--- src/udc_defines.vh ---
// constants shared by the usb device control endpoint logic
`ifndef UDC_DEFINES_VH
`define UDC_DEFINES_VH

// token kinds from the packet layer
`define UDC_KIND_SETUP   2'h0
`define UDC_KIND_OUT     2'h1
`define UDC_KIND_IN      2'h2

// handshake answer codes
`define UDC_RESP_NONE    2'h0
`define UDC_RESP_ACK     2'h1
`define UDC_RESP_NAK     2'h2
`define UDC_RESP_STALL   2'h3

// endpoint 0 control states
`define UDC_ST_IDLE      3'h0
`define UDC_ST_DECODE    3'h1
`define UDC_ST_STAGE     3'h2
`define UDC_ST_STATUS    3'h3
`define UDC_ST_STALL     3'h4

// setup request decoding
`define UDC_RT_STD_DEV_OUT  8'h00
`define UDC_REQ_SET_ADDRESS 8'h05
`define UDC_SETUP_BYTES     4'h8

// reset values
`define UDC_ADDR_RST     7'h00
`define UDC_EN_RST       8'h01

// flag layout: in endpoints low byte, out endpoints high byte
`define UDC_FLAG_OUT_BASE 8

`endif

--- src/udc_skid_buf.v ---
// two-entry buffer with valid and ready on both sides
`timescale 1ns/1ps
`default_nettype none

module udc_skid_buf #(
    parameter W = 9
) (
    // clock and reset
    input  wire         ref_clk,
    input  wire         rst_n,
    // filling side
    input  wire         in_valid,
    input  wire [W-1:0] in_data,
    output reg          in_ready,
    // draining side
    output reg          out_valid,
    output reg  [W-1:0] out_data,
    input  wire         out_ready
);

    reg [W-1:0] spare_reg;
    reg         spare_valid_reg;

    wire take = in_valid && in_ready;
    wire give = out_valid && out_ready;

    always @(posedge ref_clk or negedge rst_n)
    begin
        if (!rst_n)
        begin
            out_valid       <= 1'b0;
            out_data        <= {W{1'b0}};
            spare_reg       <= {W{1'b0}};
            spare_valid_reg <= 1'b0;
            in_ready        <= 1'b1;
        end
        else
        begin
            if (!out_valid || give)
            begin
                if (spare_valid_reg)
                begin
                    out_data        <= spare_reg;
                    out_valid       <= 1'b1;
                    spare_valid_reg <= take;
                    spare_reg       <= in_data;
                    in_ready        <= 1'b1;
                end
                else
                begin
                    out_valid <= take;
                    out_data  <= in_data;
                end
            end
            else if (take)
            begin
                spare_reg       <= in_data;
                spare_valid_reg <= 1'b1;
                in_ready        <= 1'b0;
            end
        end
    end

endmodule // udc_skid_buf

`default_nettype wire

--- src/udc_ep_ctrl.v ---
// control endpoint and bulk/interrupt endpoint handling
`timescale 1ns/1ps
`default_nettype none
`include "udc_defines.vh"

module udc_ep_ctrl #(
    parameter NEP  = 8,
    parameter AW   = 32,
    parameter CW   = 7
) (
    // clock and reset
    input  wire          ref_clk,
    input  wire          rst_n,
    input  wire          bus_reset,
    // packet layer: tokens, packet end, handshakes
    input  wire          tok_strobe,
    input  wire [1:0]    tok_kind,
    input  wire [2:0]    tok_ep,
    input  wire          pkt_end,
    input  wire          pkt_crc_ok,
    input  wire          pkt_data1,
    input  wire          host_ack,
    output reg           resp_valid,
    output reg  [1:0]    resp_code,
    output reg           resp_data1,
    output reg           resp_zero_len,
    // received byte stream
    input  wire          rx_valid,
    input  wire [7:0]    rx_data,
    output wire          rx_ready,
    output wire          out_data_valid,
    output wire [8:0]    out_data,
    input  wire          out_data_ready,
    // software tasks and controls
    input  wire [NEP-1:0] in_dma_start_task,
    input  wire [NEP-1:0] out_dma_start_task,
    input  wire          control_stall_task,
    input  wire          control_status_stage_task,
    input  wire          control_receive_out_task,
    input  wire          shortcut_done_to_status,
    input  wire          enables_wr,
    input  wire [NEP-1:0] in_endpoint_enables,
    input  wire [NEP-1:0] out_endpoint_enables,
    input  wire          stall_wr,
    input  wire [2:0]    stall_ep,
    input  wire          stall_dir_in,
    input  wire          stall_value,
    input  wire          toggle_wr,
    input  wire [2:0]    toggle_ep,
    input  wire          toggle_dir_in,
    input  wire          toggle_value,
    input  wire [NEP-1:0] out_received_size_wr,
    input  wire [15:0]   capture_flags_clr,
    input  wire [15:0]   data_flags_clr,
    input  wire [2:0]    halt_sel_ep,
    input  wire          halt_sel_in,
    input  wire [AW-1:0] endpoint_buffer_pointer,
    input  wire [CW-1:0] buffer_byte_count,
    // memory transfer engine
    input  wire          dma_done,
    output reg           dma_req,
    output reg           dma_dir_in,
    output reg  [2:0]    dma_ep,
    output reg  [AW-1:0] dma_ptr,
    output reg  [CW-1:0] dma_cnt,
    // events and status
    output reg           setup_received_event,
    output reg  [63:0]   setup_bytes,
    output reg           control_data_done_event,
    output reg           started_event,
    output reg  [NEP-1:0] in_dma_end_event,
    output reg  [NEP-1:0] out_dma_end_event,
    output reg           data_transaction_event,
    output reg  [15:0]   endpoint_capture_flags,
    output reg  [15:0]   data_transaction_flags,
    output reg  [15:0]   halt_status,
    output reg  [6:0]    assigned_device_address,
    output reg           ep0_stalled
);

    reg [2:0]     st_reg;
    reg [1:0]     kind_reg;
    reg [2:0]     ep_reg;
    reg           in_pend_reg;
    reg [2:0]     in_pend_ep_reg;
    reg           setaddr_reg;
    reg [63:0]    shift_reg;
    reg           commit_reg;
    reg [NEP-1:0] in_en_reg;
    reg [NEP-1:0] out_en_reg;
    reg [NEP-1:0] in_full_reg;
    reg [NEP-1:0] out_armed_reg;
    reg [NEP-1:0] in_tog_reg;
    reg [NEP-1:0] out_tog_reg;
    reg [NEP-1:0] in_halt_reg;
    reg [NEP-1:0] out_halt_reg;
    localparam [NEP-1:0] EN_RST = `UDC_EN_RST;

    // ------
    // received bytes, tagged with setup origin
    // ------
    wire is_setup = (kind_reg == `UDC_KIND_SETUP);
    wire head_setup = out_data[8];
    wire drain = out_data_valid && (head_setup || out_data_ready);

    udc_skid_buf #(
        .W (9)
    ) u_rx_buf (
        .ref_clk   (ref_clk),
        .rst_n     (rst_n),
        .in_valid  (rx_valid),
        .in_data   ({is_setup, rx_data}),
        .in_ready  (rx_ready),
        .out_valid (out_data_valid),
        .out_data  (out_data),
        .out_ready (head_setup || out_data_ready)
    );

    // ------
    // answer decision
    // ------
    wire       ev_in  = tok_strobe && (tok_kind == `UDC_KIND_IN);
    wire [2:0] ep     = ev_in ? tok_ep : ep_reg;
    wire       ack_in = host_ack && in_pend_reg;
    wire [2:0] aep    = in_pend_ep_reg;
    wire       st0    = (st_reg == `UDC_ST_STATUS);
    reg        rv_n;
    reg [1:0]  rc_n;
    reg        send_n;
    reg        out_new_n;
    reg        setup_n;
    reg        st_out_done_n;

    always @*
    begin
        rv_n = 1'b0;
        rc_n = `UDC_RESP_NONE;
        send_n = 1'b0;
        out_new_n = 1'b0;
        setup_n = 1'b0;
        st_out_done_n = 1'b0;
        if (ev_in && in_en_reg[ep])
        begin
            rv_n = 1'b1;
            rc_n = `UDC_RESP_NAK;
            if (in_halt_reg[ep] || (ep == 3'h0 &&
                st_reg == `UDC_ST_STALL))
                rc_n = `UDC_RESP_STALL;
            else if (ep == 3'h0)
            begin
                // decode state leaves answer at NAK
                if ((st_reg == `UDC_ST_STAGE && in_full_reg[0]) || st0)
                begin
                    rc_n = `UDC_RESP_ACK;
                    send_n = 1'b1;
                end
            end
            else if (in_full_reg[ep])
            begin
                rc_n = `UDC_RESP_ACK;
                send_n = 1'b1;
            end
        end
        else if (pkt_end && is_setup && pkt_crc_ok && ep == 3'h0)
        begin
            rv_n = 1'b1;
            rc_n = `UDC_RESP_ACK;
            setup_n = 1'b1;
        end
        else if (pkt_end && kind_reg == `UDC_KIND_OUT && pkt_crc_ok &&
                 out_en_reg[ep])
        begin
            rv_n = 1'b1;
            rc_n = `UDC_RESP_NAK;
            if (out_halt_reg[ep] || (ep == 3'h0 &&
                st_reg == `UDC_ST_STALL))
                rc_n = `UDC_RESP_STALL;
            else if (ep == 3'h0)
            begin
                if (st_reg == `UDC_ST_STAGE && out_armed_reg[0])
                begin
                    rc_n = `UDC_RESP_ACK;
                    out_new_n = 1'b1;
                end
                else if (st0)
                begin
                    rc_n = `UDC_RESP_ACK;
                    st_out_done_n = 1'b1;
                end
            end
            else if (pkt_data1 != out_tog_reg[ep])
                rc_n = `UDC_RESP_ACK;
            else if (out_armed_reg[ep])
            begin
                rc_n = `UDC_RESP_ACK;
                out_new_n = 1'b1;
            end
        end
    end

    // ------
    // endpoint 0 control state and events
    // ------
    wire st_in_done = ack_in && aep == 3'h0 && st0;
    wire done_now = (out_new_n && ep == 3'h0) ||
                    (ack_in && aep == 3'h0 && !st0);
    wire go_status = control_status_stage_task ||
                     (shortcut_done_to_status && done_now);
    wire commit_now = commit_reg && !(out_data_valid && head_setup);
    wire setaddr = shift_reg[7:0] == `UDC_RT_STD_DEV_OUT &&
                   shift_reg[15:8] == `UDC_REQ_SET_ADDRESS;

    always @(posedge ref_clk or negedge rst_n)
    begin
        if (!rst_n)
        begin
            st_reg <= `UDC_ST_IDLE;
            kind_reg <= `UDC_KIND_IN;
            ep_reg <= 3'h0;
            in_pend_reg <= 1'b0;
            in_pend_ep_reg <= 3'h0;
            setaddr_reg <= 1'b0;
            shift_reg <= 64'h0;
            commit_reg <= 1'b0;
            setup_bytes <= 64'h0;
            setup_received_event <= 1'b0;
            control_data_done_event <= 1'b0;
            assigned_device_address <= `UDC_ADDR_RST;
            resp_valid <= 1'b0;
            resp_code <= `UDC_RESP_NONE;
            resp_data1 <= 1'b0;
            resp_zero_len <= 1'b0;
            ep0_stalled <= 1'b0;
        end
        else
        begin
            resp_valid <= rv_n;
            resp_code <= rc_n;
            resp_data1 <= (ep == 3'h0 && st0) ? 1'b1 : in_tog_reg[ep];
            resp_zero_len <= ep == 3'h0 && st0;
            control_data_done_event <= done_now;
            setup_received_event <= commit_now;
            ep0_stalled <= st_reg == `UDC_ST_STALL;
            if (tok_strobe)
            begin
                kind_reg <= tok_kind;
                ep_reg <= tok_ep;
                in_pend_reg <= send_n;
                in_pend_ep_reg <= tok_ep;
            end
            else if (ack_in)
                in_pend_reg <= 1'b0;
            if (drain && head_setup)
                shift_reg <= {out_data[7:0], shift_reg[63:8]};
            if (setup_n)
                commit_reg <= 1'b1;
            else if (commit_now)
                commit_reg <= 1'b0;
            if (commit_now)
                setup_bytes <= shift_reg;
            if ((st_in_done || st_out_done_n) && setaddr_reg)
                assigned_device_address <= setup_bytes[22:16];
            if (bus_reset)
            begin
                st_reg <= `UDC_ST_IDLE;
                setaddr_reg <= 1'b0;
                assigned_device_address <= `UDC_ADDR_RST;
            end
            else if (setup_n)
            begin
                st_reg <= `UDC_ST_DECODE;
                setaddr_reg <= 1'b0;
            end
            else if (commit_now && setaddr)
            begin
                st_reg <= `UDC_ST_STATUS;
                setaddr_reg <= 1'b1;
            end
            else if (control_stall_task && st_reg != `UDC_ST_IDLE)
                st_reg <= `UDC_ST_STALL;
            else if (st_in_done || st_out_done_n)
                st_reg <= `UDC_ST_IDLE;
            else if (go_status && (st_reg == `UDC_ST_DECODE ||
                     st_reg == `UDC_ST_STAGE))
                st_reg <= `UDC_ST_STATUS;
            else if (st_reg == `UDC_ST_DECODE && (in_dma_start_task[0] ||
                     control_receive_out_task))
                st_reg <= `UDC_ST_STAGE;
        end
    end

    // ------
    // single transfer engine
    // ------
    reg       pick_v;
    reg       pick_in;
    reg [2:0] pick_ep;
    integer   i;

    always @*
    begin
        pick_v = 1'b0;
        pick_in = 1'b0;
        pick_ep = 3'h0;
        for (i = NEP - 1; i >= 0; i = i - 1)
        begin
            if (out_dma_start_task[i])
            begin
                pick_v = 1'b1;
                pick_in = 1'b0;
                pick_ep = i[2:0];
            end
        end
        for (i = NEP - 1; i >= 0; i = i - 1)
        begin
            if (in_dma_start_task[i])
            begin
                pick_v = 1'b1;
                pick_in = 1'b1;
                pick_ep = i[2:0];
            end
        end
    end

    wire start_now = pick_v && !dma_req;
    wire [3:0] start_bit = {~pick_in, pick_ep};
    wire [3:0] end_bit   = {~dma_dir_in, dma_ep};

    always @(posedge ref_clk or negedge rst_n)
    begin
        if (!rst_n)
        begin
            dma_req <= 1'b0;
            dma_dir_in <= 1'b0;
            dma_ep <= 3'h0;
            dma_ptr <= {AW{1'b0}};
            dma_cnt <= {CW{1'b0}};
            started_event <= 1'b0;
            in_dma_end_event <= {NEP{1'b0}};
            out_dma_end_event <= {NEP{1'b0}};
            data_transaction_event <= 1'b0;
            endpoint_capture_flags <= 16'h0000;
            data_transaction_flags <= 16'h0000;
            halt_status <= 16'h0000;
        end
        else
        begin
            started_event <= start_now;
            in_dma_end_event <= {NEP{1'b0}};
            out_dma_end_event <= {NEP{1'b0}};
            data_transaction_event <= (out_new_n && ep != 3'h0) ||
                                      (ack_in && aep != 3'h0);
            halt_status <= {15'h0000, halt_sel_in ? in_halt_reg[halt_sel_ep]
                            : out_halt_reg[halt_sel_ep]};
            if (start_now)
            begin
                dma_req <= 1'b1;
                dma_dir_in <= pick_in;
                dma_ep <= pick_ep;
                dma_ptr <= endpoint_buffer_pointer;
                dma_cnt <= buffer_byte_count;
            end
            else if (dma_done && dma_req)
            begin
                dma_req <= 1'b0;
                if (dma_dir_in)
                    in_dma_end_event[dma_ep] <= 1'b1;
                else
                    out_dma_end_event[dma_ep] <= 1'b1;
            end
            // set wins over a clear in the same cycle
            endpoint_capture_flags <= (endpoint_capture_flags &
                ~capture_flags_clr) |
                (start_now ? (16'h0001 << start_bit) : 16'h0000);
            data_transaction_flags <= (data_transaction_flags &
                ~data_flags_clr) |
                ((out_new_n && ep != 3'h0) ? (16'h0100 << ep) : 16'h0000) |
                ((ack_in && aep != 3'h0) ? (16'h0001 << aep) : 16'h0000);
        end
    end

    // ------
    // per-endpoint readiness, toggles, halt and enable
    // ------
    wire in_end  = dma_done && dma_req && dma_dir_in;
    wire out_end = dma_done && dma_req && !dma_dir_in;

    genvar n; // index n serves IN 0x80+n and OUT n
    generate
        for (n = 0; n < NEP; n = n + 1)
        begin : g_ep
            wire zero = (n == 0);
            wire ack_here = ack_in && aep == n && !(zero && st0);
            wire new_here = out_new_n && ep == n;
            wire sel_st = stall_wr && stall_ep == n;
            wire sel_tg = toggle_wr && toggle_ep == n && !zero;
            wire ep0_setup = zero && setup_n;

            always @(posedge ref_clk or negedge rst_n)
            begin
                if (!rst_n)
                begin
                    in_en_reg[n] <= EN_RST[n];
                    out_en_reg[n] <= EN_RST[n];
                    in_full_reg[n] <= 1'b0;
                    out_armed_reg[n] <= 1'b0;
                    in_tog_reg[n] <= 1'b0;
                    out_tog_reg[n] <= 1'b0;
                    in_halt_reg[n] <= 1'b0;
                    out_halt_reg[n] <= 1'b0;
                end
                else if (bus_reset)
                begin
                    in_en_reg[n] <= zero;
                    out_en_reg[n] <= zero;
                    in_full_reg[n] <= 1'b0;
                    out_armed_reg[n] <= 1'b0;
                    in_tog_reg[n] <= 1'b0;
                    out_tog_reg[n] <= 1'b0;
                    in_halt_reg[n] <= 1'b0;
                    out_halt_reg[n] <= 1'b0;
                end
                else
                begin
                    if (enables_wr)
                    begin
                        in_en_reg[n] <= in_endpoint_enables[n];
                        out_en_reg[n] <= out_endpoint_enables[n];
                    end
                    if (ep0_setup)
                    begin
                        in_halt_reg[n] <= 1'b0;
                        out_halt_reg[n] <= 1'b0;
                    end
                    else if (sel_st && stall_dir_in)
                        in_halt_reg[n] <= stall_value;
                    else if (sel_st)
                        out_halt_reg[n] <= stall_value;
                    // toggle per success; forced toggle wins
                    if (ep0_setup)
                        in_tog_reg[n] <= 1'b1;
                    else if (sel_tg && toggle_dir_in)
                        in_tog_reg[n] <= toggle_value;
                    else if (ack_here)
                        in_tog_reg[n] <= ~in_tog_reg[n];
                    if (ep0_setup)
                        out_tog_reg[n] <= 1'b1;
                    else if (sel_tg && !toggle_dir_in)
                        out_tog_reg[n] <= toggle_value;
                    else if (new_here)
                        out_tog_reg[n] <= ~out_tog_reg[n];
                    // empty after the host takes it
                    if (in_end && dma_ep == n)
                        in_full_reg[n] <= 1'b1;
                    else if (ack_here || ep0_setup)
                        in_full_reg[n] <= 1'b0;
                    if (zero ? control_receive_out_task :
                        (out_received_size_wr[n] || (out_end && dma_ep == n)))
                        out_armed_reg[n] <= 1'b1;
                    else if (new_here || ep0_setup || (zero && out_end &&
                             dma_ep == n))
                        out_armed_reg[n] <= 1'b0;
                end
            end
        end
    endgenerate

endmodule // udc_ep_ctrl

`default_nettype wire

--- config.mk ---
export PLATFORM = sky130hd
export DESIGN_NAME = udc_ep_ctrl
export DESIGN_NICKNAME = d
export VERILOG_FILES = /design/src/udc_skid_buf.v /design/src/udc_ep_ctrl.v
export VERILOG_INCLUDE_DIRS = /design/src
export SDC_FILE = /design/constraint.sdc
export NUM_CORES = 1
export LEC_CHECK = 0
export BUFFER_PORTS_ARGS = -buffer_cell sky130_fd_sc_hd__buf_2
export CORE_AREA = 2 2 128 223
export DETAILED_ROUTE_END_ITERATION = 10
export DIE_AREA = 0 0 130 225
export PLACE_DENSITY_LB_ADDON = 0.1
export SETUP_SLACK_MARGIN = 0.05
export SLEW_MARGIN = 20
export SYNTH_ARGS = -nofsm -noshare
export SYNTH_HDL_FRONTEND = slang
export SYNTH_SLANG_ARGS = --single-unit
--- constraint.sdc ---
create_clock -name ref_clk -period 3.25 [get_ports ref_clk]
set_clock_uncertainty 0.2 [all_clocks]
set_input_delay 0.65 -clock ref_clk [delete_from_list [all_inputs] [get_ports ref_clk]]
set_output_delay 0.65 -clock ref_clk [all_outputs]
set_load 0.01 [all_outputs]
-- Word level (Yosys, flattened, before mapping)
Index checks and enable logic that the tools add are counted.
Widths: inputs -> output; s select.
- flip-flop bits (word level): 334
- latch bits: 0
- bits in writable memories: 0
- bits in read-only memories: 0
- input port bits: 156
- output and inout port bits: 200
- word-level logic and storage cells: 695
- memories: 0
- $add $sub $neg: 0
- multiply operators: 0
- div/mod/pow operators: 0
- order comparisons: 4
- equality and inequality tests: 52
- shift-type cells: 3
- multiplexer cells: 311
- bitwise operators: 24
- reductions and logical operators: 204
- operators with widths (operator ; count):
    $mux 1 ; 248
    $reduce_bool 3->1 ; 38
    $logic_and 1x1->1 ; 103
    $mux 3 ; 24
    $eq 3x3->1 const B ; 21
    $mux 16 ; 3
    $mux 8 ; 6
    $or 16x16->16 ; 3
    $reduce_bool 2->1 ; 20
    $eq 3x2->1 const B ; 12
    $mux 9 ; 4
    $and 16x16->16 ; 2
    $not 16->16 ; 2
    $bmux 1 s3 ; 10
    $mux 2 ; 13
    $logic_or 1x1->1 ; 21
    $eq 3x1->1 const B ; 6
    $reduce_and 2->1 ; 9
    $not 1->1 ; 17
    $shl 1x3->16 const A ; 1
    $shl 1x4->16 const A ; 1
    $shl 9x3->16 const A ; 1
    $mux 7 ; 2
    $ne 2x2->1 const B ; 7
    other kinds (14) ; 24

-- Depth between registers and ports, before layout
Gate-level depths: netlist of the first run.
- word-level depth: 23
- mapped depth: 13
- depth with buffers taken out: 8

-- Hierarchy
From an unflattened synthesis of the first run, not the netlist that was laid out.
- cells, all modules: 1285
- area total of the unflattened synthesis: 14634.0 µm²
- modules (own cells, without submodules) (module ; times used ; cells an instance ; area each (µm²) ; seq. area each (µm²)):
    udc_ep_ctrl ; 1 ; 1217 ; 13746.9 ; 7836.3
    udc_skid_buf ; 1 ; 68 ; 887.1 ; 526.8

-- Worst setup path after synthesis of the first run
No wires, ideal clock.
- kind: input to register
- start point: in tok_strobe
- end point: reg out_armed_reg[4]
- library setup time: 0.136 ns
- arrival time: 2.945 ns
- required time: 2.914 ns
- setup slack: -0.032 ns
- cell stages on the path: 11
- path buffers: 3
- cell sequence: buf_6 -> and4b_4 -> a21oi_1 -> mux2_2 -> a21oi_2 -> or2_1 -> or3b_1 -> buf_2 -> clkbuf_1 -> o41ai_1 -> a21oi_1
- longest elaborated chain between the ends: 13
- elaborated cells on any way between the ends: 29
- those cells by class: 2 x eq/ne; 18 x mux; 9 x reduce/logical
- RTL lines (item ; line ; RTL):
    start: declaration ; udc_ep_ctrl.v:16 ; input wire tok_strobe,
    $logic_and 1x1->1 * ; udc_ep_ctrl.v:122 ; wire ev_in = tok_strobe && (tok_kind == `UDC_KIND_IN);
    $mux 3 ; udc_ep_ctrl.v:123 ; wire [2:0] ep = ev_in ? tok_ep : ep_reg;
    $bmux 1 s3 (on tied branches) ; udc_ep_ctrl.v:193, udc_ep_ctrl.v:191 ;
    $mux 1 (on tied branches) ; udc_ep_ctrl.v:193, udc_ep_ctrl.v:191 ;
    $mux 1 or $ne 1x1->1 (tied branches) ; udc_ep_ctrl.v:193, udc_ep_ctrl.v:191 ;
    $mux 1 ; udc_ep_ctrl.v:191 ; else if (pkt_data1 != out_tog_reg[ep])
    $mux 1 ; udc_ep_ctrl.v:178 ; else if (ep == 3'h0)
    $mux 1 ; udc_ep_ctrl.v:175 ; if (out_halt_reg[ep] || (ep == 3'h0 &&
    $mux 1 ; udc_ep_ctrl.v:170 ; else if (pkt_end && kind_reg == `UDC_KIND_OUT && pkt_crc_ok &&
    $mux 1 ; udc_ep_ctrl.v:164 ; else if (pkt_end && is_setup && pkt_crc_ok && ep == 3'h0)
    $mux 1 ; udc_ep_ctrl.v:142 ; if (ev_in && in_en_reg[ep])
    $logic_and 1x1->1 * ; udc_ep_ctrl.v:394 ; wire new_here = out_new_n && ep == n;
    $reduce_bool 3->1 (no source line) * ; n/a ;
    end signal: indexed assignment ; udc_ep_ctrl.v:406 ; out_armed_reg[n] <= 1'b0;
    end signal: indexed assignment ; udc_ep_ctrl.v:417 ; out_armed_reg[n] <= 1'b0;
    end signal: indexed assignment ; udc_ep_ctrl.v:459 ; out_armed_reg[n] <= 1'b1;
    end: declaration ; udc_ep_ctrl.v:92 ; reg [NEP-1:0] out_armed_reg;
Mark *: on every way between the ends. The rest lies on a longest branch, timed or not. The select of a mux whose other input is x is not followed.
A chain may end at the register's enable or synchronous reset.

==> results of run 1 <==
## layer usage
layer,global-route usage,vias up,part of all wire
met4,0.101,2,0.038
met5,0,-,0.00017
met2,0.500,375,0.53
li1,-,5371,-
met1,0.344,5666,0.38
met3,0.0404,97,0.052
## metrics by stage
stage           util  power (mW)  hold WS [ns]  TNS (ns)
6_report       0.669        9.19        0.0261         0
5_1_grt        0.669        9.52        0.0232         0
4_1_cts        0.668        9.26       0.00363         0
3_5_place_dp   0.629        5.49         0.257     -4.71
3_3_place_gp   0.629        5.47         0.254     -3.47
2_1_floorplan      -        4.93         0.154         0
## logic make-up (layout without fill, tap and decap cells)
logic type / count (synthesis) / count (layout)
DFF: 334 / 334
other: 1 / 17
buffers and inverters: 122 / 532
muxes: 174 / 174
xor gates and xnor gates: 11 / 11
and+or+nand+nor: 504 / 504
AOI/OAI and AO/OA: 187 / 187
## final cells by class
class / instances / area [um^2] / share of cell area
Timing Repair Buffer: 431 / 2470 / 0.135
Clock buffer: 38 / 852 / 0.0466
Antenna cell: 2 / 5.00 / 0.000274
Tap cell: 369 / 462 / 0.0253
Inverter: 46 / 173 / 0.00944
Clock inverter: 17 / 205 / 0.0112
Sequential cell: 334 / 8360 / 0.458
Multi-Input combinational cell: 891 / 5750 / 0.314
## repair_timing
| item | 4_1_cts | 5_1_grt |
|---|---|---|
| hold endpoints to repair | 66 | 0 |
| hold buffers | 1 | 0 |
| endpoints found under the setup margin | 0 | 8 |
| setup buffers | 0 | 0 |
| resized for setup | 0 | 5 |
## critical path, cell delays in order (launching register included)
cell	delay [ns]
dfrtp_2	0.46
nor2b_1	0.17
buf_4	0.17
mux2_4	0.27
a221o_1	0.31
a21oi_2	0.12
or2_1	0.15
or3b_1	0.35
buf_4	0.19
or3_1	0.39
a211oi_2	0.19
## layout by cell type (no fill, tap or decap), drive strengths merged, types with 7 or more instances in the layout
cell,netlist,layout
o221ai,7,7
clkinv,0,10
o22ai,16,16
mux2i,44,44
a31oi,7,7
nand2b,10,10
clkbuf,44,38
inv,46,47
nor3,14,14
a211oi,10,10
nand2,274,274
o32ai,8,8
nor3b,8,8
nor4,15,15
dfrtp,330,330
o21ai,36,36
nor2,102,102
a21oi,51,51
mux2,124,124
o31ai,7,7
conb,1,15
nand3,27,27
nor2b,19,19
buf,32,430
## power breakdown
part / switching (mW) / leakage [nW] / internal [mW]
Combinational: 0.577 / 4.41 / 0.450
Sequential: 0.0957 / 4.49 / 4.29
Clock: 1.60 / 0.521 / 2.18
## synthesized netlist by cell type, types with 7 or more instances
master and instances:
nor3b_1 8, nand3_1 27, buf_4 18, nand2b_1 10, o21ai_0 36, buf_1 8
clkbuf_1 44, a21oi_1 49, mux2i_1 40, nor3_1 14, a31oi_1 7, nor2b_1 19
nand2_1 272, mux2_2 121, a211oi_1 10, o32ai_1 8, nor2_1 102, o22ai_1 15
dfrtp_1 330, nor4_1 15, o31ai_1 7, inv_1 46
## worst max path at each step
stage | startpoint | to | slack, ns | cells past startpoint
6_report | aep[0]$_DFFE_PN0P_ | out_tog_reg[3]$_DFFE_PN0P_ | 0.18 | 10
5_1_grt | aep[0]$_DFFE_PN0P_ | out_tog_reg[7]$_DFFE_PN0P_ | 0.06 | 10
4_1_cts | aep[0]$_DFFE_PN0P_ | out_tog_reg[3]$_DFFE_PN0P_ | 0.14 | 10
3_5_place_dp | tok_kind[0] | out_tog_reg[7]$_DFFE_PN0P_ | -0.32 | 12
3_3_place_gp | tok_kind[0] | out_tog_reg[3]$_DFFE_PN0P_ | -0.26 | 12
2_1_floorplan | tok_strobe | out_tog_reg[3]$_DFFE_PN0P_ | 0.02 | 11
==> flow_results.xml, run 1 <==
<?xml version="1.0" encoding="UTF-8"?>
<metrics>
  <group name="synth">
    <metric name="synth.avg_cell_area" unit="um^2">10.9</metric>
    <metric name="synth-simple-area-share" unit="">0.154</metric>
    <metric name="netlist.top_cell.by_area" unit="">dfrtp_1</metric>
    <metric name="proportion_of_synthesized_area_in_mux_cells" unit="">0.139</metric>
    <metric name="synth.ff_latch_count" unit="">334</metric>
    <metric name="yosys.area_share.xor_xnor" unit="">0.00662</metric>
    <metric name="synth-seq-area-share" unit="">0.575</metric>
    <metric name="yosys-top-cells-area" unit="">dfrtp_1 (57%), mux2_2 (9.4%), nand2_1 (7.0%), mux2i_1 (2.8%), nor2_1 (2.6%)</metric>
    <metric name="yosys.area_share.adder" unit="">0</metric>
    <metric name="synthesis.area" unit="um^2">14600</metric>
    <metric name="synth_enable_flop_cells" unit="">0</metric>
    <metric name="number_of_distinct_library_cells_after_synthesis" unit="">79</metric>
    <metric name="synth-warning-count" unit="">0</metric>
    <metric name="synth_compound_area_frac" unit="">0.0878</metric>
    <metric name="synth_top_family_by_area" unit="">simple AND/OR/NAND/NOR gates</metric>
    <metric name="synth-main-ff-cell" unit="">dfrtp_1</metric>
    <metric name="synth_top_cell_area_share" unit="">0.567</metric>
    <metric name="synthCells" unit="">1333</metric>
    <metric name="async_reset_ff_frac" unit="">1.00</metric>
  </group>
  <group name="setup_path">
    <metric name="crit-reg2reg-launch" unit="">aep[0]$_DFFE_PN0P_</metric>
    <metric name="worstPathRequired" unit="ns">3.53</metric>
    <metric name="criticalPathCategory" unit="">register to register</metric>
    <metric name="crit_path_end_kind" unit="">register</metric>
    <metric name="worst_ep_arrival_time" unit="ns">3.34</metric>
    <metric name="worst-r2r-setup-slack" unit="ns">0.18</metric>
    <metric name="reg2reg_depth" unit="">10</metric>
    <metric name="critPathMaxFanout" unit="">12</metric>
    <metric name="reg2reg_to" unit="">out_tog_reg[3]$_DFFE_PN0P_</metric>
    <metric name="timing.critical_path.from_type" unit="">register</metric>
  </group>
  <group name="drt">
    <metric name="post_drt_wl_per_cell" unit="um">19.3</metric>
    <metric name="via_count" unit="">11500</metric>
    <metric name="drt-vias-per-instance" unit="">5.41</metric>
    <metric name="finalWirelength" unit="mm">41.1</metric>
    <metric name="drt_iter0_drc" unit="">656</metric>
    <metric name="first_pass_iters" unit="">7</metric>
    <metric name="number_of_nets_with_antenna_violations_after_detailed_routing" unit="">0</metric>
    <metric name="drt_drc_violations_left" unit="">0</metric>
  </group>
  <group name="clock_network">
    <metric name="clk_pin_slew" unit="ns">0.07</metric>
    <metric name="clk_latency" unit="ns">0.57</metric>
    <metric name="cts_max_path_buffers" unit="">3</metric>
    <metric name="clk_root_buffer_cell" unit="">clkbuf_16</metric>
    <metric name="cts_sinks" unit="">334</metric>
    <metric name="tritoncts" unit="">yes</metric>
    <metric name="cts_htree_levels" unit="">1</metric>
    <metric name="cts_made_buffers" unit="">30</metric>
  </group>
  <group name="die">
    <metric name="die_area" unit="um^2">29300</metric>
    <metric name="coreArea" unit="um^2">27300</metric>
    <metric name="die_width" unit="um">130</metric>
    <metric name="initial_core_util" unit="">0.533</metric>
    <metric name="top_level_ports" unit="">356</metric>
    <metric name="std_cell_rows" unit="">80</metric>
    <metric name="die_height" unit="um">225</metric>
  </group>
  <group name="global_route">
    <metric name="antenna_violations_before_repair" unit="">3</metric>
    <metric name="grt_start_max_net_pins" unit="">82</metric>
    <metric name="global_route.usage.total" unit="">0.281</metric>
    <metric name="grt_first_pass_wirelength" unit="mm">63.8</metric>
    <metric name="first_global_vias" unit="">11700</metric>
    <metric name="overflow" unit="">0</metric>
  </group>
  <group name="timing">
    <metric name="min_period_over_period" unit="">0.943</metric>
    <metric name="fmax" unit="GHz">0.326</metric>
    <metric name="grt_setup_unrepaired" unit="">false</metric>
    <metric name="period_minus_slack" unit="ns">3.07</metric>
    <metric name="report.final.slew_viol_count" unit="">0</metric>
    <metric name="hold_violations" unit="">0</metric>
    <metric name="max_slew_margin" unit="">0.448</metric>
    <metric name="final_critical_path_setup_slack" unit="ns">0.185</metric>
    <metric name="worst_slew_pin_slew" unit="ns">0.828</metric>
    <metric name="setup_viol" unit="">0</metric>
  </group>
  <group name="worst_hold_path">
    <metric name="hold_path_end" unit="">data_transaction_flags[0]$_DFF_PN0_</metric>
    <metric name="hold_path.startpoint" unit="">data_flags_clr[0]</metric>
    <metric name="hold_path.class" unit="">input port to register</metric>
    <metric name="worst_hold_path.num_cells" unit="">2</metric>
  </group>
  <group name="power_and_ir_drop">
    <metric name="cellLeakagePower" unit="nW">9.43</metric>
    <metric name="p_per_area" unit="nW/um^2">503</metric>
    <metric name="max-vdd-ir-drop" unit="mV">0.446</metric>
  </group>
  <group name="final_layout">
    <metric name="final_cells" unit="">2128</metric>
    <metric name="area_overhead_vs_synth" unit="%">25.6</metric>
    <metric name="post_route_cells_drive_above_1_share" unit="">0.371</metric>
    <metric name="fin_nets" unit="">1890</metric>
    <metric name="fillCellCount" unit="">2260</metric>
    <metric name="finalInstanceArea" unit="um^2">18300</metric>
  </group>
  <group name="placed_design">
    <metric name="dp.cells" unit="">2070</metric>
    <metric name="dp_hpwl" unit="mm">30.9</metric>
    <metric name="dpl_worst_slack" unit="ns">-0.318</metric>
    <metric name="port-buffer-count" unit="">339</metric>
    <metric name="cell_area_after_placement" unit="um^2">17200</metric>
    <metric name="place.gp.congestion" unit="">0.948</metric>
  </group>
  <group name="run">
    <metric name="max-cap-violations" unit="">0</metric>
  </group>
  <group name="outcome">
    <metric name="result_of_the_run" unit="">complete, no violations</metric>
  </group>
</metrics>
Power figures use the tool's default switching activity.
==> run 2: changes to the inputs <==
--- a/config.mk
+++ b/config.mk
@@ -10,9 +10,9 @@
 export CORE_AREA = 2 2 128 223
 export DETAILED_ROUTE_END_ITERATION = 10
 export DIE_AREA = 0 0 130 225
-export PLACE_DENSITY_LB_ADDON = 0.1
+export PLACE_DENSITY_LB_ADDON = 0.15
 export SETUP_SLACK_MARGIN = 0.05
-export SLEW_MARGIN = 20
+export SLEW_MARGIN = 10
 export SYNTH_ARGS = -nofsm -noshare
 export SYNTH_HDL_FRONTEND = slang
 export SYNTH_SLANG_ARGS = --single-unit
==> run 2 against run 1 <==
  * Highest routed layer is now met4
  * Critical endpoint unchanged
  * First-iteration DRC count shrank 4.0%
  * Global-route usage grew 0.18 points
  * Die area is the same
  * Final cell count shrank 0.42%
  * Largest cell class unchanged
  * Critical path type unchanged
  * Worst setup slack lost 0.0090 ns
==> flow_results.xml, run 2 (synthesis gave the netlist of run 1 again) <==
<?xml version="1.0" encoding="UTF-8"?>
<metrics>
  <group name="final_layout">
    <metric name="area_overhead_vs_synth" unit="%">25.6</metric>
    <metric name="final_cells" unit="">2119</metric>
    <metric name="final_cell_mix" unit="">buf_2 (338), dfrtp_1 (330), nand2_1 (270)</metric>
    <metric name="post_route_cells_drive_above_1_share" unit="">0.368</metric>
    <metric name="fillCellCount" unit="">2215</metric>
    <metric name="final_common_cell" unit="">buf_2</metric>
    <metric name="fin_nets" unit="">1882</metric>
  </group>
  <group name="drt">
    <metric name="drt-vias-per-instance" unit="">5.44</metric>
    <metric name="finalWirelength" unit="mm">41.3</metric>
    <metric name="first_pass_iters" unit="">7</metric>
    <metric name="via_count" unit="">11500</metric>
    <metric name="post_drt_wl_per_cell" unit="um">19.5</metric>
    <metric name="drt_iter0_drc" unit="">630</metric>
    <metric name="number_of_nets_with_antenna_violations_after_detailed_routing" unit="">0</metric>
    <metric name="drt_drc_violations_left" unit="">0</metric>
  </group>
  <group name="setup_path">
    <metric name="crit-reg2reg-launch" unit="">aep[0]$_DFFE_PN0P_</metric>
    <metric name="reg2reg_to" unit="">out_tog_reg[3]$_DFFE_PN0P_</metric>
    <metric name="worst_ep_arrival_time" unit="ns">3.35</metric>
    <metric name="worstPathRequired" unit="ns">3.53</metric>
    <metric name="reg2reg_depth" unit="">10</metric>
    <metric name="crit_path_cell_trace" unit="">nor2b_1, buf_4, mux2i_4, o221ai_2, a31oi_2, o221ai_2, or3b_1, buf_6, or3_4, a211oi_2</metric>
    <metric name="criticalPathCategory" unit="">register to register</metric>
    <metric name="critPathMaxFanout" unit="">17</metric>
    <metric name="worst-r2r-setup-slack" unit="ns">0.18</metric>
    <metric name="crit_path_end_kind" unit="">register</metric>
    <metric name="timing.critical_path.from_type" unit="">register</metric>
    <metric name="crit_slowest_cell" unit="">dfrtp_1</metric>
    <metric name="delay_of_the_slowest_cell_on_the_worst_path" unit="ns">0.44</metric>
    <metric name="worst_path_most_repeated_cell" unit="">o221ai_2</metric>
  </group>
  <group name="worst_hold_path">
    <metric name="hold_path.startpoint" unit="">data_flags_clr[0]</metric>
    <metric name="hold_path.class" unit="">input port to register</metric>
    <metric name="worst_hold_path.num_cells" unit="">2</metric>
    <metric name="hold_path_end" unit="">data_transaction_flags[0]$_DFF_PN0_</metric>
  </group>
  <group name="timing">
    <metric name="grt_setup_unrepaired" unit="">false</metric>
    <metric name="period_minus_slack" unit="ns">3.07</metric>
    <metric name="worst_hold_slack" unit="ns">0.0388</metric>
    <metric name="setup_viol" unit="">0</metric>
    <metric name="fmax" unit="GHz">0.325</metric>
    <metric name="final_critical_path_setup_slack" unit="ns">0.176</metric>
    <metric name="report.final.slew_viol_count" unit="">0</metric>
    <metric name="hold_violations" unit="">0</metric>
    <metric name="worst_slew_pin_slew" unit="ns">0.865</metric>
    <metric name="min_period_over_period" unit="">0.946</metric>
    <metric name="max_slew_margin" unit="">0.422</metric>
  </group>
  <group name="placed_design">
    <metric name="dpl_worst_slack" unit="ns">-0.285</metric>
    <metric name="place.gp.congestion" unit="">0.946</metric>
    <metric name="port-buffer-count" unit="">339</metric>
    <metric name="dp_hpwl" unit="mm">31.1</metric>
    <metric name="dp.cells" unit="">2062</metric>
  </group>
  <group name="global_route">
    <metric name="grt_start_max_net_pins" unit="">79</metric>
    <metric name="global_route.usage.total" unit="">0.283</metric>
    <metric name="first_global_vias" unit="">11700</metric>
    <metric name="grt_first_pass_wirelength" unit="mm">63.4</metric>
    <metric name="antenna_violations_before_repair" unit="">1</metric>
    <metric name="overflow" unit="">0</metric>
  </group>
  <group name="clock_network">
    <metric name="clk_pin_slew" unit="ns">0.07</metric>
    <metric name="cts_htree_levels" unit="">1</metric>
    <metric name="cts_sinks" unit="">334</metric>
    <metric name="cts_max_path_buffers" unit="">3</metric>
    <metric name="clk_latency" unit="ns">0.56</metric>
    <metric name="tritoncts" unit="">yes</metric>
    <metric name="cts_setup_buffers" unit="">0</metric>
    <metric name="cts_made_buffers" unit="">30</metric>
    <metric name="clk_root_buffer_cell" unit="">clkbuf_16</metric>
  </group>
  <group name="die">
    <metric name="std_cell_rows" unit="">80</metric>
    <metric name="die_width" unit="um">130</metric>
    <metric name="die_area" unit="um^2">29300</metric>
    <metric name="initial_core_util" unit="">0.533</metric>
    <metric name="coreArea" unit="um^2">27300</metric>
    <metric name="die_height" unit="um">225</metric>
    <metric name="top_level_ports" unit="">356</metric>
  </group>
  <group name="run">
    <metric name="max-cap-violations" unit="">0</metric>
  </group>
  <group name="power_and_ir_drop">
    <metric name="power.clock.fraction" unit="">0.412</metric>
    <metric name="comb_power_share" unit="">0.112</metric>
    <metric name="p_per_area" unit="nW/um^2">503</metric>
    <metric name="power.internal" unit="mW">6.97</metric>
    <metric name="cellLeakagePower" unit="nW">9.41</metric>
    <metric name="sequentialPowerShare" unit="">0.476</metric>
    <metric name="swShare" unit="">0.243</metric>
    <metric name="max-vdd-ir-drop" unit="mV">0.654</metric>
    <metric name="power.switching" unit="mW">2.24</metric>
  </group>
  <group name="outcome">
    <metric name="result_of_the_run" unit="">complete, no violations</metric>
  </group>
</metrics>
run 2: cell count changes in the layout (fill, tap and decap cells not counted), sizes merged:
cell	before	now
buf	430	422
clkinvlp	2	1
diode	2	1
inv	47	46
clkinv	10	7
clkbuf	38	43
run 2: critical path, delay by kind of cell (launching register included):
family                 cells  cell delay [ns]
AO/OA/AOI/OAI              4             0.78
buffers and inverters      2             0.34
flip-flops                 1             0.44
multiplexers               1             0.30
AND/OR/NAND/NOR            3             0.91
run 2: final cells by class:
class | count | area, um^2 | share of cell area
repair buffers | 423 | 2450 | 0.134
clock inverters | 12 | 174 | 0.00951
flip-flops and latches | 334 | 8360 | 0.457
well taps | 369 | 462 | 0.0252
multi-input cells | 891 | 5770 | 0.316
inverters | 46 | 173 | 0.00944
diodes | 1 | 2.50 | 0.000137
clock buffers | 43 | 891 | 0.0487
run 2: how the worst max path moves through the flow:
stage                                  start                    endpoint  slack, ns  depth (start not counted)
after detailed placement         tok_kind[0]  out_tog_reg[7]$_DFFE_PN0P_      -0.29                         11
final                     aep[0]$_DFFE_PN0P_  out_tog_reg[3]$_DFFE_PN0P_       0.18                         10
after global placement           tok_kind[0]  out_tog_reg[3]$_DFFE_PN0P_      -0.20                         11
after global routing      aep[0]$_DFFE_PN0P_  out_tog_reg[3]$_DFFE_PN0P_       0.05                         10
after floorplan                   tok_strobe  out_tog_reg[3]$_DFFE_PN0P_       0.02                         11
after CTS                 aep[0]$_DFFE_PN0P_  out_tog_reg[3]$_DFFE_PN0P_       0.08                         10
run 2: power by group through the flow:
stage               sequential [mW]  clock [mW]  combinational [mW]
floorplan                      4.48           0               0.443
global placement               4.45           0                1.01
detailed placement             4.46           0                1.02
CTS                            4.38        3.87                1.02
global route                   4.40        4.04                1.11
finish                         4.39        3.79                1.03
run 2: what timing repair did:
| action | in CTS | in global routing |
|---|---|---|
| hold endpoints to repair | 21 | 0 |
| resized for setup | 0 | 10 |
| hold buffers | 1 | 0 |
| endpoints found under the setup margin | 0 | 4 |
run 2: stage by stage:
stage,instance area [um^2],util,total power [mW],TNS [ns]
3_5_place_dp,17200,0.628,5.48,-4.04
6_report,18300,0.669,9.21,0
5_1_grt,18300,0.669,9.55,0
2_1_floorplan,14600,-,4.93,0
4_1_cts,18200,0.667,9.27,0
3_3_place_gp,17200,0.628,5.46,-2.41
run 2: per-layer routing:
metal,up-vias,track usage,share of wire
met1,5676,0.339,0.38
li1,5367,-,-
met4,0,0.117,0.046
met2,386,0.496,0.52
met5,-,0,0
met3,95,0.0506,0.056
==> run 3: changes to the inputs <==
--- a/config.mk
+++ b/config.mk
@@ -6,6 +6,7 @@
 export SDC_FILE = /design/constraint.sdc
 export NUM_CORES = 1
 export LEC_CHECK = 0
+export ABC_AREA = 1
 export BUFFER_PORTS_ARGS = -buffer_cell sky130_fd_sc_hd__buf_2
 export CORE_AREA = 2 2 128 223
 export DETAILED_ROUTE_END_ITERATION = 10
==> run 3 against run 2 <==
  * Die area is the same
  * Core utilization decreased by 2.0 points
  * Non-clock buffer count decreased by 52
  * Clock-buffer cell count grew 2
  * Fmax rose by 15%
  * Largest cell class unchanged
  * Highest routed layer unchanged
==> flow_results.xml, run 3 <==
<?xml version="1.0" encoding="UTF-8"?>
<metrics>
  <group name="placed_design">
    <metric name="port-buffer-count" unit="">339</metric>
    <metric name="place.gp.congestion" unit="">0.955</metric>
    <metric name="dp_hpwl" unit="mm">31.8</metric>
    <metric name="dp.cells" unit="">2389</metric>
    <metric name="dpl_worst_slack" unit="ns">0.0483</metric>
  </group>
  <group name="synth">
    <metric name="synth-seq-area-share" unit="">0.571</metric>
    <metric name="synth_top_cell_area_share" unit="">0.564</metric>
    <metric name="async_reset_ff_frac" unit="">1.00</metric>
    <metric name="synth-main-ff-cell" unit="">dfrtp_1</metric>
    <metric name="synth_enable_flop_cells" unit="">0</metric>
    <metric name="synth.ff_latch_count" unit="">334</metric>
    <metric name="synthCells" unit="">1712</metric>
    <metric name="number_of_distinct_library_cells_after_synthesis" unit="">50</metric>
    <metric name="synth-warning-count" unit="">0</metric>
    <metric name="synth.most_common_cell" unit="">nand2_1</metric>
    <metric name="netlist.top_cell.by_area" unit="">dfrtp_1</metric>
    <metric name="yosys-top-cells-area" unit="">dfrtp_1 (56%), nand2_1 (11%), o21ai_0 (7.5%), inv_1 (6.0%), nor2_1 (3.3%)</metric>
    <metric name="synthesis.area" unit="um^2">14700</metric>
    <metric name="synth.avg_cell_area" unit="um^2">8.56</metric>
    <metric name="netlist_top_cells_count" unit="">nand2_1 (433), dfrtp_1 (330), inv_1 (235), o21ai_0 (220), nor2_1 (128)</metric>
  </group>
  <group name="timing">
    <metric name="max_slew_margin" unit="">0.271</metric>
    <metric name="fmax" unit="GHz">0.373</metric>
    <metric name="final_critical_path_setup_slack" unit="ns">0.566</metric>
    <metric name="worst_slew_pin_slew" unit="ns">1.09</metric>
    <metric name="period_minus_slack" unit="ns">2.68</metric>
    <metric name="setup_viol" unit="">0</metric>
    <metric name="hold_violations" unit="">0</metric>
    <metric name="min_period_over_period" unit="">0.826</metric>
    <metric name="report.final.slew_viol_count" unit="">0</metric>
    <metric name="grt_setup_unrepaired" unit="">false</metric>
    <metric name="worst_hold_slack" unit="ns">0.0361</metric>
    <metric name="totalNegativeSetupSlack" unit="ns">0</metric>
  </group>
  <group name="global_route">
    <metric name="overflow" unit="">0</metric>
    <metric name="grt_start_max_net_pins" unit="">129</metric>
    <metric name="global_route.usage.total" unit="">0.288</metric>
    <metric name="grt_first_pass_wirelength" unit="mm">65.8</metric>
    <metric name="first_global_vias" unit="">12500</metric>
    <metric name="antenna_violations_before_repair" unit="">4</metric>
  </group>
  <group name="setup_path">
    <metric name="crit-reg2reg-launch" unit="">aep[0]$_DFFE_PN0P_</metric>
    <metric name="critPathMaxFanout" unit="">11</metric>
    <metric name="worstPathRequired" unit="ns">3.50</metric>
    <metric name="critPathLaunch" unit="">aep[0]$_DFFE_PN0P_</metric>
    <metric name="crit_path_end_kind" unit="">register</metric>
    <metric name="criticalPathCategory" unit="">register to register</metric>
    <metric name="reg2reg_depth" unit="">17</metric>
    <metric name="timing.critical_path.from_type" unit="">register</metric>
    <metric name="worst_ep_arrival_time" unit="ns">2.93</metric>
  </group>
  <group name="clock_network">
    <metric name="clk_pin_slew" unit="ns">0.07</metric>
    <metric name="clk_root_buffer_cell" unit="">clkbuf_16</metric>
    <metric name="holdBufCountCts" unit="">2</metric>
    <metric name="cts_max_path_buffers" unit="">3</metric>
    <metric name="cts_htree_levels" unit="">1</metric>
    <metric name="tritoncts" unit="">yes</metric>
    <metric name="cts_sinks" unit="">334</metric>
    <metric name="cts_setup_buffers" unit="">0</metric>
    <metric name="clk_latency" unit="ns">0.56</metric>
    <metric name="ctsResizeCount" unit="">0</metric>
    <metric name="cts_made_buffers" unit="">31</metric>
  </group>
  <group name="final_layout">
    <metric name="area_overhead_vs_synth" unit="%">21.1</metric>
    <metric name="final_common_cell" unit="">nand2_1</metric>
    <metric name="final_cells" unit="">2448</metric>
    <metric name="layout.core_utilization" unit="">0.650</metric>
    <metric name="fin_nets" unit="">2211</metric>
    <metric name="post_route_cells_drive_above_1_share" unit="">0.230</metric>
    <metric name="final_cell_mix" unit="">nand2_1 (431), buf_2 (338), dfrtp_1 (330)</metric>
  </group>
  <group name="worst_hold_path">
    <metric name="hold_path.startpoint" unit="">data_flags_clr[0]</metric>
    <metric name="worst_hold_path.num_cells" unit="">2</metric>
    <metric name="hold_path.class" unit="">input port to register</metric>
  </group>
  <group name="drt">
    <metric name="first_pass_iters" unit="">5</metric>
    <metric name="drt_iter0_drc" unit="">682</metric>
    <metric name="drt_drc_violations_left" unit="">0</metric>
    <metric name="via_count" unit="">12600</metric>
    <metric name="drt-vias-per-instance" unit="">5.14</metric>
    <metric name="finalWirelength" unit="mm">41.9</metric>
    <metric name="post_drt_wl_per_cell" unit="um">17.1</metric>
    <metric name="number_of_nets_with_antenna_violations_after_detailed_routing" unit="">0</metric>
  </group>
  <group name="die">
    <metric name="die_height" unit="um">225</metric>
    <metric name="top_level_ports" unit="">356</metric>
    <metric name="die_area" unit="um^2">29300</metric>
    <metric name="die_width" unit="um">130</metric>
    <metric name="initial_core_util" unit="">0.536</metric>
    <metric name="std_cell_rows" unit="">80</metric>
    <metric name="coreArea" unit="um^2">27300</metric>
  </group>
  <group name="outcome">
    <metric name="result_of_the_run" unit="">complete, no violations</metric>
  </group>
  <group name="power_and_ir_drop">
    <metric name="max-vdd-ir-drop" unit="mV">0.572</metric>
    <metric name="cellLeakagePower" unit="nW">9.48</metric>
    <metric name="p_per_area" unit="nW/um^2">721</metric>
  </group>
  <group name="run">
    <metric name="max-cap-violations" unit="">0</metric>
  </group>
</metrics>
==> run 3: changes by cell type after synthesis, sizes merged, moves of 10 or more <==
cell    change
o21ai     +196
mux2i      -41
a211oi     -10
mux2      -124
inv       +196
nand2b     -10
nand3      +38
o22ai      +11
nor2       +37
nand2     +187
nor2b      -19
==> run 3: cell families (layout without fill, tap and decap cells) <==
logic type                count (synthesis)  count (layout)  share of synthesized area
and+or+nand+nor                         698             698                      0.208
xor gates and xnor gates                  2               2                    0.00120
DFF                                     334             334                      0.571
buffers and inverters                   324             673                     0.0891
AOI/OAI and AO/OA                       350             350                      0.129
muxes                                     3               3                    0.00205
other                                     1              19                   0.000256
==> run 3: final timing paths <==
check / to / slack [ns]
setup reg to reg: out_tog_reg[6]$_DFFE_PN0P_ / 0.57
hold / removal: data_transaction_flags[0]$_DFF_PN0_ / 0.04
hold reg to reg: assigned_device_address[5]$_DFFE_PN0P_ / 0.28
max in group asynchronous: resp_code[0]$_DFF_PN0_ / 1.51
min in group asynchronous: out_dma_end_event[7]$_DFF_PN0_ / 0.43
setup / recovery: out_tog_reg[6]$_DFFE_PN0P_ / 0.57
==> run 3: worst max-delay path, cell delays in order (launching register included) <==
cell and delay [ns]:
dfrtp_1 0.55, inv_1 0.15, nand2_2 0.12, nand2_4 0.13, nor2_4 0.22, inv_2 0.07, nor2_1 0.09, nor2_1 0.04
nand2_1 0.05, nand2_1 0.11, nand2_2 0.16, nor2_8 0.06, nand2_4 0.11, nor2_2 0.05, nand2_1 0.17, nand3_2 0.10
o211ai_1 0.10, o21ai_1 0.09
==> run 3: metrics by stage <==
step	area (um^2)	power [mW]
after floorplan	14700	7.82
after global placement	16800	9.28
after detailed placement	16800	9.38
after CTS	17700	12.9
after global routing	17800	13.6
final	17800	12.8
==> run 3: metal layers <==
layer	part of all wire	vias to the layer above	GRT usage
met4	0.042	0	0.135
met2	0.53	372	0.505
met5	0	-	0
met1	0.38	6017	0.339
met3	0.055	99	0.0522
li1	-	6094	-
==> run 3: power by group <==
part / internal [mW] / leakage [nW] / switching (mW)
Combinational: 1.22 / 4.61 / 2.24
Sequential: 5.20 / 4.40 / 0.639
Clock: 1.93 / 0.468 / 1.58
==> run 3: final cells by class <==
class / instances / area [um^2]
Clock inverter: 8 / 83.8
Multi-Input combinational cell: 1068 / 5050
Sequential cell: 334 / 8360
Clock buffer: 45 / 868
Fill cell: 2452 / 9580
Tap cell: 369 / 462
Timing Repair Buffer: 371 / 1980
Antenna cell: 4 / 10.0
Inverter: 249 / 935
